[config.mk]
export PLATFORM = sky130hd
export DESIGN_NAME = pgs_top
export DESIGN_NICKNAME = d
export VERILOG_FILES = /design/src/hw/pgs_pkg.sv /design/src/hw/pgs_trigger.sv /design/src/hw/pgs_ramp.sv /design/src/hw/pgs_top.sv
export SDC_FILE = /design/constraint.sdc
export NUM_CORES = 2
export LEC_CHECK = 0
export ABC_CLOCK_PERIOD_IN_PS = 57100
export BUFFER_PORTS_ARGS = -buffer_cell sky130_fd_sc_hd__buf_2
export CAP_MARGIN = 20
export CORE_MARGIN = 5
export CORE_UTILIZATION = 35
export CTS_CLUSTER_SIZE = 25
export DETAILED_ROUTE_END_ITERATION = 12
export SETUP_SLACK_MARGIN = 0.1
export SLEW_MARGIN = 10
export SYNTH_ARGS = -nofsm -noshare
export SYNTH_HDL_FRONTEND = slang
export SYNTH_SLANG_ARGS = --single-unit
[constraint.sdc]
create_clock -name ref_clk -period 57.1 [get_ports ref_clk]
set_clock_uncertainty 0.05 [all_clocks]
set_input_delay 2.855 -clock ref_clk [delete_from_list [all_inputs] [get_ports ref_clk]]
set_output_delay 2.855 -clock ref_clk [all_outputs]
set_load 0.02 [all_outputs]
[src/hw/pgs_pkg.sv]
// Constants shared by the gain-set switching block.
// Assumes a 125 MHz clock.
package pgs_pkg;
    // Clock and time base
    localparam int CLK_PERIOD_NS = 8;
    localparam int TIME_UNIT_NS = 100000; // 0.1 ms
    localparam int TICK_CYCLES = (TIME_UNIT_NS + CLK_PERIOD_NS - 1)
        / CLK_PERIOD_NS;
    // Widths
    localparam int GAIN_W = 16;
    localparam int QTY_W = 32;
    localparam int ADDR_W = 8;
    localparam int NUM_GAINS = 5;
    // Register byte offsets
    localparam logic [7:0] OFF_CTRL = 8'h00;
    localparam logic [7:0] OFF_DELAY = 8'h04;
    localparam logic [7:0] OFF_LEVEL = 8'h08;
    localparam logic [7:0] OFF_HYST = 8'h0C;
    localparam logic [7:0] OFF_RAMP = 8'h10;
    localparam logic [7:0] OFF_FIRST = 8'h14;
    localparam logic [7:0] OFF_SECOND = 8'h28;
    localparam logic [7:0] OFF_STATUS = 8'h3C;
    // Control register fields
    localparam int CTRL_EN_BIT = 0;
    localparam int CTRL_SEL_LSB = 4;
    // Status register fields
    localparam int STAT_SECOND_BIT = 0;
    localparam int STAT_RAMP_BIT = 1;
    localparam int STAT_WAIT_BIT = 2;
    localparam int STAT_HYST_LSB = 16;
    // Values after reset
    localparam logic RST_ENABLE = 1'b0;
    localparam logic [3:0] RST_SEL = 4'h0;
    localparam logic [15:0] RST_PARAM = 16'h0000;
    // Trigger selector codes
    localparam logic [3:0] SEL_FIRST = 4'h0;
    localparam logic [3:0] SEL_SECOND = 4'h1;
    localparam logic [3:0] SEL_HOST = 4'h2;
    localparam logic [3:0] SEL_TORQUE = 4'h3;
    localparam logic [3:0] SEL_DISABLED = 4'h4;
    localparam logic [3:0] SEL_SPEED_CMD = 4'h5;
    localparam logic [3:0] SEL_DEVIATION = 4'h6;
    localparam logic [3:0] SEL_POS_CMD = 4'h7;
    localparam logic [3:0] SEL_NOT_DONE = 4'h8;
    localparam logic [3:0] SEL_ACT_SPEED = 4'h9;
    localparam logic [3:0] SEL_CMD_SPEED = 4'hA;
    // Control modes
    localparam logic [1:0] CM_POSITION = 2'h0;
    localparam logic [1:0] CM_FULL_CLOSED = 2'h1;
    localparam logic [1:0] CM_VELOCITY = 2'h2;
    localparam logic [1:0] CM_TORQUE = 2'h3;
    // Selection states
    typedef enum logic [1:0] {
        ST_FIRST,
        ST_SECOND,
        ST_RETURN_WAIT
    } pgs_state_e;
endpackage

[src/hw/pgs_trigger.sv]
// Level comparator with hysteresis.
// Assumes an unsigned magnitude of 17 bits or more.
`timescale 1ns/1ns
`default_nettype none
module pgs_trigger #(
    parameter int QW = 32
) (
    input wire logic [QW-1:0] quantity, // Trigger magnitude
    input wire logic [15:0] level, // Switching level
    input wire logic [15:0] hyst, // Programmed hysteresis
    output logic above, // Above upper threshold
    output logic below, // Below lower threshold
    output logic [15:0] eff_hyst // Hysteresis in use
);
    logic [QW-1:0] upper;
    logic [QW-1:0] lower;

    // Clamp hysteresis to the level
    always_comb begin
        eff_hyst = (level < hyst) ? level : hyst;
    end

    // Half band each side
    always_comb begin
        upper = QW'(level) + QW'(eff_hyst[15:1]);
        lower = QW'(level) - QW'(eff_hyst[15:1]);
        above = quantity > upper;
        below = quantity < lower;
    end
endmodule
`default_nettype wire

[src/hw/pgs_ramp.sv]
// Kp ramp: rises spread, falls step.
// Assumes a one-cycle tick per time unit.
`timescale 1ns/1ns
`default_nettype none
module pgs_ramp #(
    parameter int GW = 16
) (
    input wire logic ref_clk, // Servo clock
    input wire logic rst_b, // Sync reset, low
    input wire logic tick, // Time-unit strobe
    input wire logic [GW-1:0] target, // Selected gain
    input wire logic [15:0] ramp_time, // Ramp length in ticks
    output logic [GW-1:0] gain, // Gain in use
    output logic busy // Ramp in progress
);
    logic [GW-1:0] target_q;
    logic [GW-1:0] step;
    logic [15:0] left;
    logic [GW-1:0] next_gain;
    logic [GW-1:0] next_target_q;
    logic [GW-1:0] next_step;
    logic [15:0] next_left;
    logic [GW:0] sum;

    // Ramp progress
    always_comb begin
        next_gain = gain;
        next_target_q = target;
        next_step = step;
        next_left = left;
        sum = {1'b0, gain} + {1'b0, step};
        if (target != target_q) begin
            if (target > gain && ramp_time != 16'h0000) begin
                next_step = GW'((target - gain) / GW'(ramp_time));
                if (next_step == '0) begin
                    next_step = GW'(1);
                end
                next_left = ramp_time;
            end else begin
                next_gain = target;
                next_left = 16'h0000;
            end
        end else if (left != 16'h0000 && tick) begin
            next_left = left - 16'h0001;
            if (left == 16'h0001 || sum >= {1'b0, target}) begin
                next_gain = target;
                next_left = 16'h0000;
            end else begin
                next_gain = sum[GW-1:0];
            end
        end
    end

    // Ramp registers
    always_ff @(posedge ref_clk) begin
        if (!rst_b) begin
            gain <= '0;
            target_q <= '0;
            step <= '0;
            left <= 16'h0000;
        end else begin
            gain <= next_gain;
            target_q <= next_target_q;
            step <= next_step;
            left <= next_left;
        end
    end

    assign busy = left != 16'h0000;
endmodule
`default_nettype wire

[src/hw/pgs_top.sv]
// Gain-set switching for position and full-closed control.
// Assumes all inputs on the servo clock,
// one bus request at a time.
`timescale 1ns/1ns
`default_nettype none
// Overview of operation
// - Enable at 0 pins the first set; at 1 switching is allowed.
// - Selector 0..10 chooses fixed set or trigger quantity.
// - Selector 2 follows the host gain-select bit of each command.
// - Selector 4 behaves as selector 0: first set kept.
// - Selector 10 triggers on position command or actual speed.
// - Modes 3 and 5..10 wait the return delay before first set.
// - Modes 3,5,6,9,10 compare their quantity against the level.
// - Those modes apply hysteresis around the level.
// - Level below hysteresis makes hysteresis equal the level.
// - Each set holds five gains switched together.
// - Switched gains depend on the active control mode.
module pgs_top
    import pgs_pkg::*;
#(
    parameter int TICK_CYCLES = pgs_pkg::TICK_CYCLES,
    parameter int QW = pgs_pkg::QTY_W
) (
    input wire logic ref_clk, // Servo clock
    input wire logic rst_b, // Sync reset, low
    input wire logic [pgs_pkg::ADDR_W-1:0] avs_address, // Byte address
    input wire logic avs_read, // Read request
    input wire logic avs_write, // Write request
    input wire logic [31:0] avs_writedata, // Write data
    input wire logic [3:0] avs_byteenable, // Byte lanes
    output logic [31:0] avs_readdata, // Read data
    output logic avs_waitrequest, // Stall
    input wire logic host_cmd_valid, // Command strobe
    input wire logic host_gain_select_cmd, // Host set choice
    input wire logic [1:0] control_mode, // Active control mode
    input wire logic [QW-1:0] torque_cmd_mag, // Torque command
    input wire logic [QW-1:0] speed_cmd_mag, // Speed command
    input wire logic [QW-1:0] position_deviation_mag, // Deviation
    input wire logic [QW-1:0] actual_speed_mag, // Actual speed
    input wire logic position_cmd_present, // Command pulses now
    input wire logic positioning_complete, // In position
    output logic [pgs_pkg::GAIN_W-1:0] position_loop_gain, // Kp
    output logic [pgs_pkg::GAIN_W-1:0] velocity_loop_gain, // Kv
    output logic [pgs_pkg::GAIN_W-1:0] velocity_integration_tc, // Ti
    output logic [pgs_pkg::GAIN_W-1:0] velocity_detect_filter, // Filt
    output logic [pgs_pkg::GAIN_W-1:0] torque_filter_tc, // Tf
    output logic second_set_active // Second set in use
);
    import pgs_pkg::*;

    // Merge low byte lanes into a 16-bit field
    function automatic logic [15:0] merge16(
        input logic [15:0] old,
        input logic [31:0] wd,
        input logic [3:0] be
    );
        logic [15:0] res;
        res = old;
        if (be[0]) begin
            res[7:0] = wd[7:0];
        end
        if (be[1]) begin
            res[15:8] = wd[15:8];
        end
        return res;
    endfunction

    // Gain word index in a set, else 7
    function automatic logic [2:0] gain_index(
        input logic [7:0] addr,
        input logic [7:0] base
    );
        logic [7:0] d;
        d = addr - base;
        if (addr >= base && d[1:0] == 2'b00
                && d[7:2] < 6'(NUM_GAINS)) begin
            return d[4:2];
        end
        return 3'h7;
    endfunction

    // Software-written configuration
    logic enable;
    logic [3:0] sel;
    logic [15:0] ret_delay;
    logic [15:0] level;
    logic [15:0] hyst;
    logic [15:0] ramp_time;
    logic [GAIN_W-1:0] first_set [NUM_GAINS];
    logic [GAIN_W-1:0] second_set [NUM_GAINS];
    logic next_enable;
    logic [3:0] next_sel;
    logic [15:0] next_ret_delay;
    logic [15:0] next_level;
    logic [15:0] next_hyst;
    logic [15:0] next_ramp_time;
    logic [GAIN_W-1:0] next_first_set [NUM_GAINS];
    logic [GAIN_W-1:0] next_second_set [NUM_GAINS];

    // Bus handshake
    logic ack;
    logic next_ack;
    logic [31:0] next_readdata;
    logic [31:0] rd_mux;
    logic wr_take;
    logic [2:0] fidx;
    logic [2:0] sidx;

    // Switching state
    pgs_state_e state;
    pgs_state_e next_state;
    logic [31:0] dly_cnt;
    logic [31:0] next_dly_cnt;
    logic host_sel;
    logic next_host_sel;
    logic [15:0] tick_cnt;
    logic [15:0] next_tick_cnt;
    logic tick;

    // Trigger and output signals
    logic [QW-1:0] quantity;
    logic above;
    logic below;
    logic [15:0] eff_hyst;
    logic go_second;
    logic go_first;
    logic use_second;
    logic pos_mode;
    logic ramp_busy;
    logic [GAIN_W-1:0] kp_target;
    logic [GAIN_W-1:0] next_vel_gain;
    logic [GAIN_W-1:0] next_vel_int;
    logic [GAIN_W-1:0] next_vel_filt;
    logic [GAIN_W-1:0] next_trq_filt;

    // One wait state; write lands with waitrequest low
    always_comb begin
        avs_waitrequest = (avs_read | avs_write) & ~ack;
        next_ack = (avs_read | avs_write) & ~ack;
        wr_take = avs_write & ack;
        fidx = gain_index(avs_address, OFF_FIRST);
        sidx = gain_index(avs_address, OFF_SECOND);
    end

    // Read mux; unmapped reads zero
    always_comb begin
        rd_mux = 32'h0000_0000;
        if (avs_address == OFF_CTRL) begin
            rd_mux[CTRL_EN_BIT] = enable;
            rd_mux[CTRL_SEL_LSB +: 4] = sel;
        end else if (avs_address == OFF_DELAY) begin
            rd_mux[15:0] = ret_delay;
        end else if (avs_address == OFF_LEVEL) begin
            rd_mux[15:0] = level;
        end else if (avs_address == OFF_HYST) begin
            rd_mux[15:0] = hyst;
        end else if (avs_address == OFF_RAMP) begin
            rd_mux[15:0] = ramp_time;
        end else if (fidx != 3'h7) begin
            rd_mux[GAIN_W-1:0] = first_set[fidx];
        end else if (sidx != 3'h7) begin
            rd_mux[GAIN_W-1:0] = second_set[sidx];
        end else if (avs_address == OFF_STATUS) begin
            rd_mux[STAT_SECOND_BIT] = use_second;
            rd_mux[STAT_RAMP_BIT] = ramp_busy;
            rd_mux[STAT_WAIT_BIT] = state == ST_RETURN_WAIT;
            rd_mux[STAT_HYST_LSB +: 16] = eff_hyst;
        end
        next_readdata = (avs_read & ~ack) ? rd_mux : avs_readdata;
    end

    // Register writes
    always_comb begin
        next_enable = enable;
        next_sel = sel;
        next_ret_delay = ret_delay;
        next_level = level;
        next_hyst = hyst;
        next_ramp_time = ramp_time;
        next_first_set = first_set;
        next_second_set = second_set;
        if (wr_take) begin
            if (avs_address == OFF_CTRL && avs_byteenable[0]) begin
                next_enable = avs_writedata[CTRL_EN_BIT];
                next_sel = avs_writedata[CTRL_SEL_LSB +: 4];
            end
            if (avs_address == OFF_DELAY) begin
                next_ret_delay = merge16(ret_delay, avs_writedata,
                    avs_byteenable);
            end
            if (avs_address == OFF_LEVEL) begin
                next_level = merge16(level, avs_writedata,
                    avs_byteenable);
            end
            if (avs_address == OFF_HYST) begin
                next_hyst = merge16(hyst, avs_writedata,
                    avs_byteenable);
            end
            if (avs_address == OFF_RAMP) begin
                next_ramp_time = merge16(ramp_time, avs_writedata,
                    avs_byteenable);
            end
            if (fidx != 3'h7) begin
                next_first_set[fidx] = merge16(first_set[fidx],
                    avs_writedata, avs_byteenable);
            end
            if (sidx != 3'h7) begin
                next_second_set[sidx] = merge16(second_set[sidx],
                    avs_writedata, avs_byteenable);
            end
        end
    end

    // Tick and host latch
    always_comb begin
        tick = tick_cnt == 16'(TICK_CYCLES - 1);
        next_tick_cnt = tick ? 16'h0000 : tick_cnt + 16'h0001;
        next_host_sel = host_cmd_valid ? host_gain_select_cmd
            : host_sel;
    end

    // Quantity chosen by the selector
    always_comb begin
        case (sel)
            SEL_TORQUE: quantity = torque_cmd_mag;
            SEL_SPEED_CMD: quantity = speed_cmd_mag;
            SEL_DEVIATION: quantity = position_deviation_mag;
            default: quantity = actual_speed_mag;
        endcase
    end

    pgs_trigger #(
        .QW(QW)
    ) u_trigger (
        .quantity(quantity),
        .level(level),
        .hyst(hyst),
        .above(above),
        .below(below),
        .eff_hyst(eff_hyst)
    );

    // Second-set entry and exit
    always_comb begin
        case (sel)
            SEL_TORQUE, SEL_SPEED_CMD, SEL_DEVIATION,
            SEL_ACT_SPEED: begin
                go_second = above;
                go_first = below;
            end
            SEL_POS_CMD: begin
                go_second = position_cmd_present;
                go_first = ~position_cmd_present;
            end
            SEL_NOT_DONE: begin
                go_second = ~positioning_complete;
                go_first = positioning_complete;
            end
            SEL_CMD_SPEED: begin
                go_second = position_cmd_present | above;
                go_first = ~position_cmd_present & below;
            end
            default: begin
                go_second = 1'b0;
                go_first = 1'b0;
            end
        endcase
    end

    // Set selection with return delay
    always_comb begin
        next_state = state;
        next_dly_cnt = dly_cnt;
        if (!enable || sel == SEL_FIRST || sel == SEL_DISABLED
                || sel > SEL_CMD_SPEED) begin
            next_state = ST_FIRST;
        end else if (sel == SEL_SECOND) begin
            next_state = ST_SECOND;
        end else if (sel == SEL_HOST) begin
            next_state = host_sel ? ST_SECOND : ST_FIRST;
        end else begin
            case (state)
                ST_FIRST: begin
                    if (go_second) begin
                        next_state = ST_SECOND;
                    end
                end
                ST_SECOND: begin
                    if (go_first) begin
                        next_dly_cnt = 32'(ret_delay)
                            * 32'(TICK_CYCLES);
                        next_state = (ret_delay == 16'h0000)
                            ? ST_FIRST : ST_RETURN_WAIT;
                    end
                end
                ST_RETURN_WAIT: begin
                    if (go_second) begin
                        next_state = ST_SECOND;
                    end else if (dly_cnt <= 32'h0000_0001) begin
                        next_state = ST_FIRST;
                    end else begin
                        next_dly_cnt = dly_cnt - 32'h0000_0001;
                    end
                end
                default: next_state = ST_FIRST;
            endcase
        end
    end

    // Gains handed to the loops
    always_comb begin
        use_second = state != ST_FIRST;
        pos_mode = control_mode == CM_POSITION
            || control_mode == CM_FULL_CLOSED;
        // Kp follows the set in position modes only
        kp_target = (pos_mode && use_second) ? second_set[0]
            : first_set[0];
        next_vel_gain = use_second ? second_set[1] : first_set[1];
        next_vel_int = use_second ? second_set[2] : first_set[2];
        next_vel_filt = use_second ? second_set[3] : first_set[3];
        next_trq_filt = use_second ? second_set[4]
            : first_set[4];
    end

    pgs_ramp #(
        .GW(GAIN_W)
    ) u_ramp (
        .ref_clk(ref_clk),
        .rst_b(rst_b),
        .tick(tick),
        .target(kp_target),
        .ramp_time(ramp_time),
        .gain(position_loop_gain),
        .busy(ramp_busy)
    );

    // State and register updates
    always_ff @(posedge ref_clk) begin
        if (!rst_b) begin
            ack <= 1'b0;
            avs_readdata <= 32'h0000_0000;
            enable <= RST_ENABLE;
            sel <= RST_SEL;
            ret_delay <= RST_PARAM;
            level <= RST_PARAM;
            hyst <= RST_PARAM;
            ramp_time <= RST_PARAM;
            for (int i = 0; i < NUM_GAINS; i++) begin
                first_set[i] <= RST_PARAM;
                second_set[i] <= RST_PARAM;
            end
            state <= ST_FIRST;
            dly_cnt <= 32'h0000_0000;
            host_sel <= 1'b0;
            tick_cnt <= 16'h0000;
            velocity_loop_gain <= RST_PARAM;
            velocity_integration_tc <= RST_PARAM;
            velocity_detect_filter <= RST_PARAM;
            torque_filter_tc <= RST_PARAM;
            second_set_active <= 1'b0;
        end else begin
            ack <= next_ack;
            avs_readdata <= next_readdata;
            enable <= next_enable;
            sel <= next_sel;
            ret_delay <= next_ret_delay;
            level <= next_level;
            hyst <= next_hyst;
            ramp_time <= next_ramp_time;
            first_set <= next_first_set;
            second_set <= next_second_set;
            state <= next_state;
            dly_cnt <= next_dly_cnt;
            host_sel <= next_host_sel;
            tick_cnt <= next_tick_cnt;
            velocity_loop_gain <= next_vel_gain;
            velocity_integration_tc <= next_vel_int;
            velocity_detect_filter <= next_vel_filt;
            torque_filter_tc <= next_trq_filt;
            second_set_active <= use_second;
        end
    end
endmodule
`default_nettype wire

==> flow_metrics.env <==
export IMPL_slowest_delay_ns=0.71
export IMPL_synthXorXnorAreaFrac=0.0374
export IMPL_routed_wl_um=126000
export IMPL_grt_overflow_total=0
export IMPL_numClockSinks=442
export IMPL_hold_viol=0
export IMPL_route_met3_wl_um=10000
export IMPL_cpMostUsedCell="ha_1"
export IMPL_vias=34189
export IMPL_startpoint="control_mode[1]"
export IMPL_routed_wl_met2_um=55300
export IMPL_synth_seq_cells=442
export IMPL_r2r_end="u_ramp.step[9]$_SDFFE_PN0P_"
export IMPL_slew_headroom=0.221
export IMPL_syn_nets=5242
export IMPL_grt_pass1_vias=31763
export IMPL_ys_dominant_reg_cell="dfxtp_1"
export IMPL_chipWidth_um=331
export IMPL_cp_start_kind="primary input"
export IMPL_cp_num_buf_inv=8
export IMPL_rsz0062_at_grt="no"
export IMPL_synth_top_family_by_area="compound AO/OA/AOI/OAI gates"
export IMPL_min_from="avs_readdata[23]$_SDFFE_PN0P_"
export IMPL_die_h_um=331
export IMPL_track_usage=0.219
export IMPL_layout_nets=5404
export IMPL_cp_end_kind="flip-flop"
export IMPL_grt_pass1_wl_um=189000
export IMPL_cp_max_fo=24
export IMPL_synth_edf_count=0
export IMPL_required_ns=57.51
export IMPL_synthArstFlopShare=0
export IMPL_cts_setup_buffers=0
export IMPL_cts_root_buf="clkbuf_16"
export IMPL_worstHoldEndpoint="avs_readdata[23]$_SDFFE_PN0P_"
export IMPL_drt_pass1_iterations=6
export IMPL_initial_core_util=0.353
export IMPL_synth_area_leaders="dfxtp_1 (25%), ha_1 (14%), nand2_1 (7.8%)"
export IMPL_dp_hpwl_um=95100
export IMPL_grt_antenna_before_repair=15
export IMPL_cap_viol_max_count=0
export IMPL_ys_types=86
export IMPL_synth_simple_area_share=0.211
export IMPL_ant_nets=0
export IMPL_synthMuxAreaShare=0.0507
export IMPL_netlist_instances=4607
export IMPL_fmax_mhz=26.8
export IMPL_setup_violations=0
export IMPL_hold_class="flip-flop to flip-flop"
export IMPL_syn2layout_area_growth_pct=12.7
export IMPL_numCtsBuffers=50
export IMPL_drive_gt1_frac=0.110
export IMPL_fin_setup_tns_ns=0
export IMPL_worstSetupPathType="primary input to flip-flop"
export IMPL_gp_congestion=0.906
export IMPL_ctsHtreeMaxLevel=2
export IMPL_cts_resized=0
export IMPL_arrival_ns=37.67
export IMPL_drt_met1_wl_um=57400
export IMPL_cts_tree="yes"
export IMPL_routed_top_layer="met5"
export IMPL_cts_hold_buf=0
export IMPL_path_clk_slew_ns=0.06
export IMPL_drtIter0Drc=2730
export IMPL_drc_errors=0
export IMPL_ys_seq_area_frac=0.246
export IMPL_synth_top_area_cell="dfxtp_1"
export IMPL_synth_avg_cell_area_um2=7.82
export IMPL_io_pins=296
export IMPL_dieArea_um2=109000
export IMPL_reg2reg_depth=129
export IMPL_via_per_inst=5.53
export IMPL_core_um2=102000
export IMPL_rows=117
export IMPL_portBuffers=276
export IMPL_post_route_min_period_ns=37.26
export IMPL_yosysTopAreaCellShare=0.246
export IMPL_tightestPinTransition_ns=1.17
export IMPL_grt_max_degree=237
export IMPL_synth_adder_area_share=0.167
export IMPL_wl_per_cell_um=20.4
export IMPL_synth_compound_area_frac=0.235
export IMPL_worst_hold_path_num_cells=2
export IMPL_slowest_stage="mux2i_1"
export IMPL_clock_path_buffers=3
export IMPL_drv_slew=0
export IMPL_clock_latency_ns=0.63
export IMPL_cp_top_family="compound AO/OA/AOI/OAI gates"
export IMPL_status="complete, no violations"
export IMPL_rr_startpoint="state[0]$_SDFFE_PP0P_"
export IMPL_synth_area_um2=36000
export IMPL_yosys_warnings=0
export IMPL_reg2reg_setup_slack_ns=21.66
export IMPL_min_period_over_period=0.652
[cells by family (layout without fill, tap and decap cells)]
logic type | Yosys count | in the layout
muxes | 165 | 165
adders and majority gates | 453 | 453
AOI/OAI and AO/OA | 1257 | 1257
xor gates and xnor gates | 154 | 154
other | 0 | 10
DFF | 442 | 442
and+or+nand+nor | 1635 | 1635
buffers and inverters | 501 | 702
[final cells by class]
type | count | area, um^2
Clock buffer | 68 | 1400
Antenna cell | 10 | 25.0
Multi-Input combinational cell | 3664 | 25400
Inverter | 277 | 1040
Sequential cell | 442 | 8850
Timing Repair Buffer | 334 | 1870
Tap cell | 1368 | 1710
Clock inverter | 23 | 318
Fill cell | 10515 | 61400
[cell usage after synthesis (all sizes together), types with 26 or more instances]
| cell type | instances |
|---|---|
| a31oi | 27 |
| clkbuf | 198 |
| and3 | 26 |
| fa | 48 |
| buf | 26 |
| a22oi | 44 |
| ha | 405 |
| nand2b | 42 |
| a21o | 66 |
| o21a | 93 |
| xor2 | 49 |
| or3 | 32 |
| nand2 | 745 |
| nor3 | 117 |
| a21oi | 218 |
| a21boi | 230 |
| o21ai | 286 |
| nor2 | 265 |
| inv | 277 |
| mux2 | 37 |
| nor4 | 31 |
| nand3b | 28 |
| mux2i | 118 |
| nand3 | 74 |
| o31ai | 26 |
| o211ai | 38 |
| dfxtp | 442 |
| nand4 | 42 |
| nor2b | 112 |
| xnor2 | 105 |
| and2 | 63 |
[worst max-delay path by stage]
stage	cells past startpoint	slack, ns	endpoint
finish	129	19.84	u_ramp.step[9]$_SDFFE_PN0P_
global route	131	17.48	u_ramp.step[9]$_SDFFE_PN0P_
CTS	129	20.27	u_ramp.step[9]$_SDFFE_PN0P_
detailed placement	129	19.74	u_ramp.step[9]$_SDFFE_PN0P_
global placement	130	19.73	u_ramp.step[0]$_SDFFE_PN0P_
floorplan	137	24.30	u_ramp.step[0]$_SDFFE_PN0P_
[worst min-delay path, cell delays in order, from the launching register on]
cell and delay, ns:
dfxtp_1 0.32, nand2_1 0.04, o21ai_0 0.06
[placed cells by master (no fill, tap or decap), types with 118 or more instances in the layout]
cell type	n
nor2_1	262
ha_1	405
buf_2	275
o21ai_0	284
inv_1	276
dfxtp_1	442
a21oi_1	218
a21boi_0	230
mux2i_1	118
nand2_1	745
[stage by stage]
step           utilization  cell area (um^2)  worst slack, ns  instances  hold WS, ns
6_report             0.398             40600            19.84       6186        0.405
5_1_grt              0.398             40600            17.48       6177        0.443
4_1_cts              0.397             40500            20.27       6171        0.409
3_5_place_dp         0.380             38800            19.74       6080        0.393
3_3_place_gp         0.380             38800            19.73       6080        0.386
2_1_floorplan            -             36000            24.30       4607        0.380
[state kept, by name, indices dropped and copies added (netlist names), 32 cells and up]
register	flops
avs_readdata	32
second_set	80
first_set	80
dly_cnt	32
[per-layer routing]
| metal | GRT usage | vias up |
|---|---|---|
| met4 | 0.0570 | 8 |
| met3 | 0.0382 | 154 |
| met5 | 0 | - |
| met2 | 0.351 | 1119 |
| met1 | 0.306 | 16271 |
| li1 | - | 16637 |
Power is left out: the tool's default activity adds up to more than one toggle a clock period on the data nets, which glitch-free logic cannot reach.
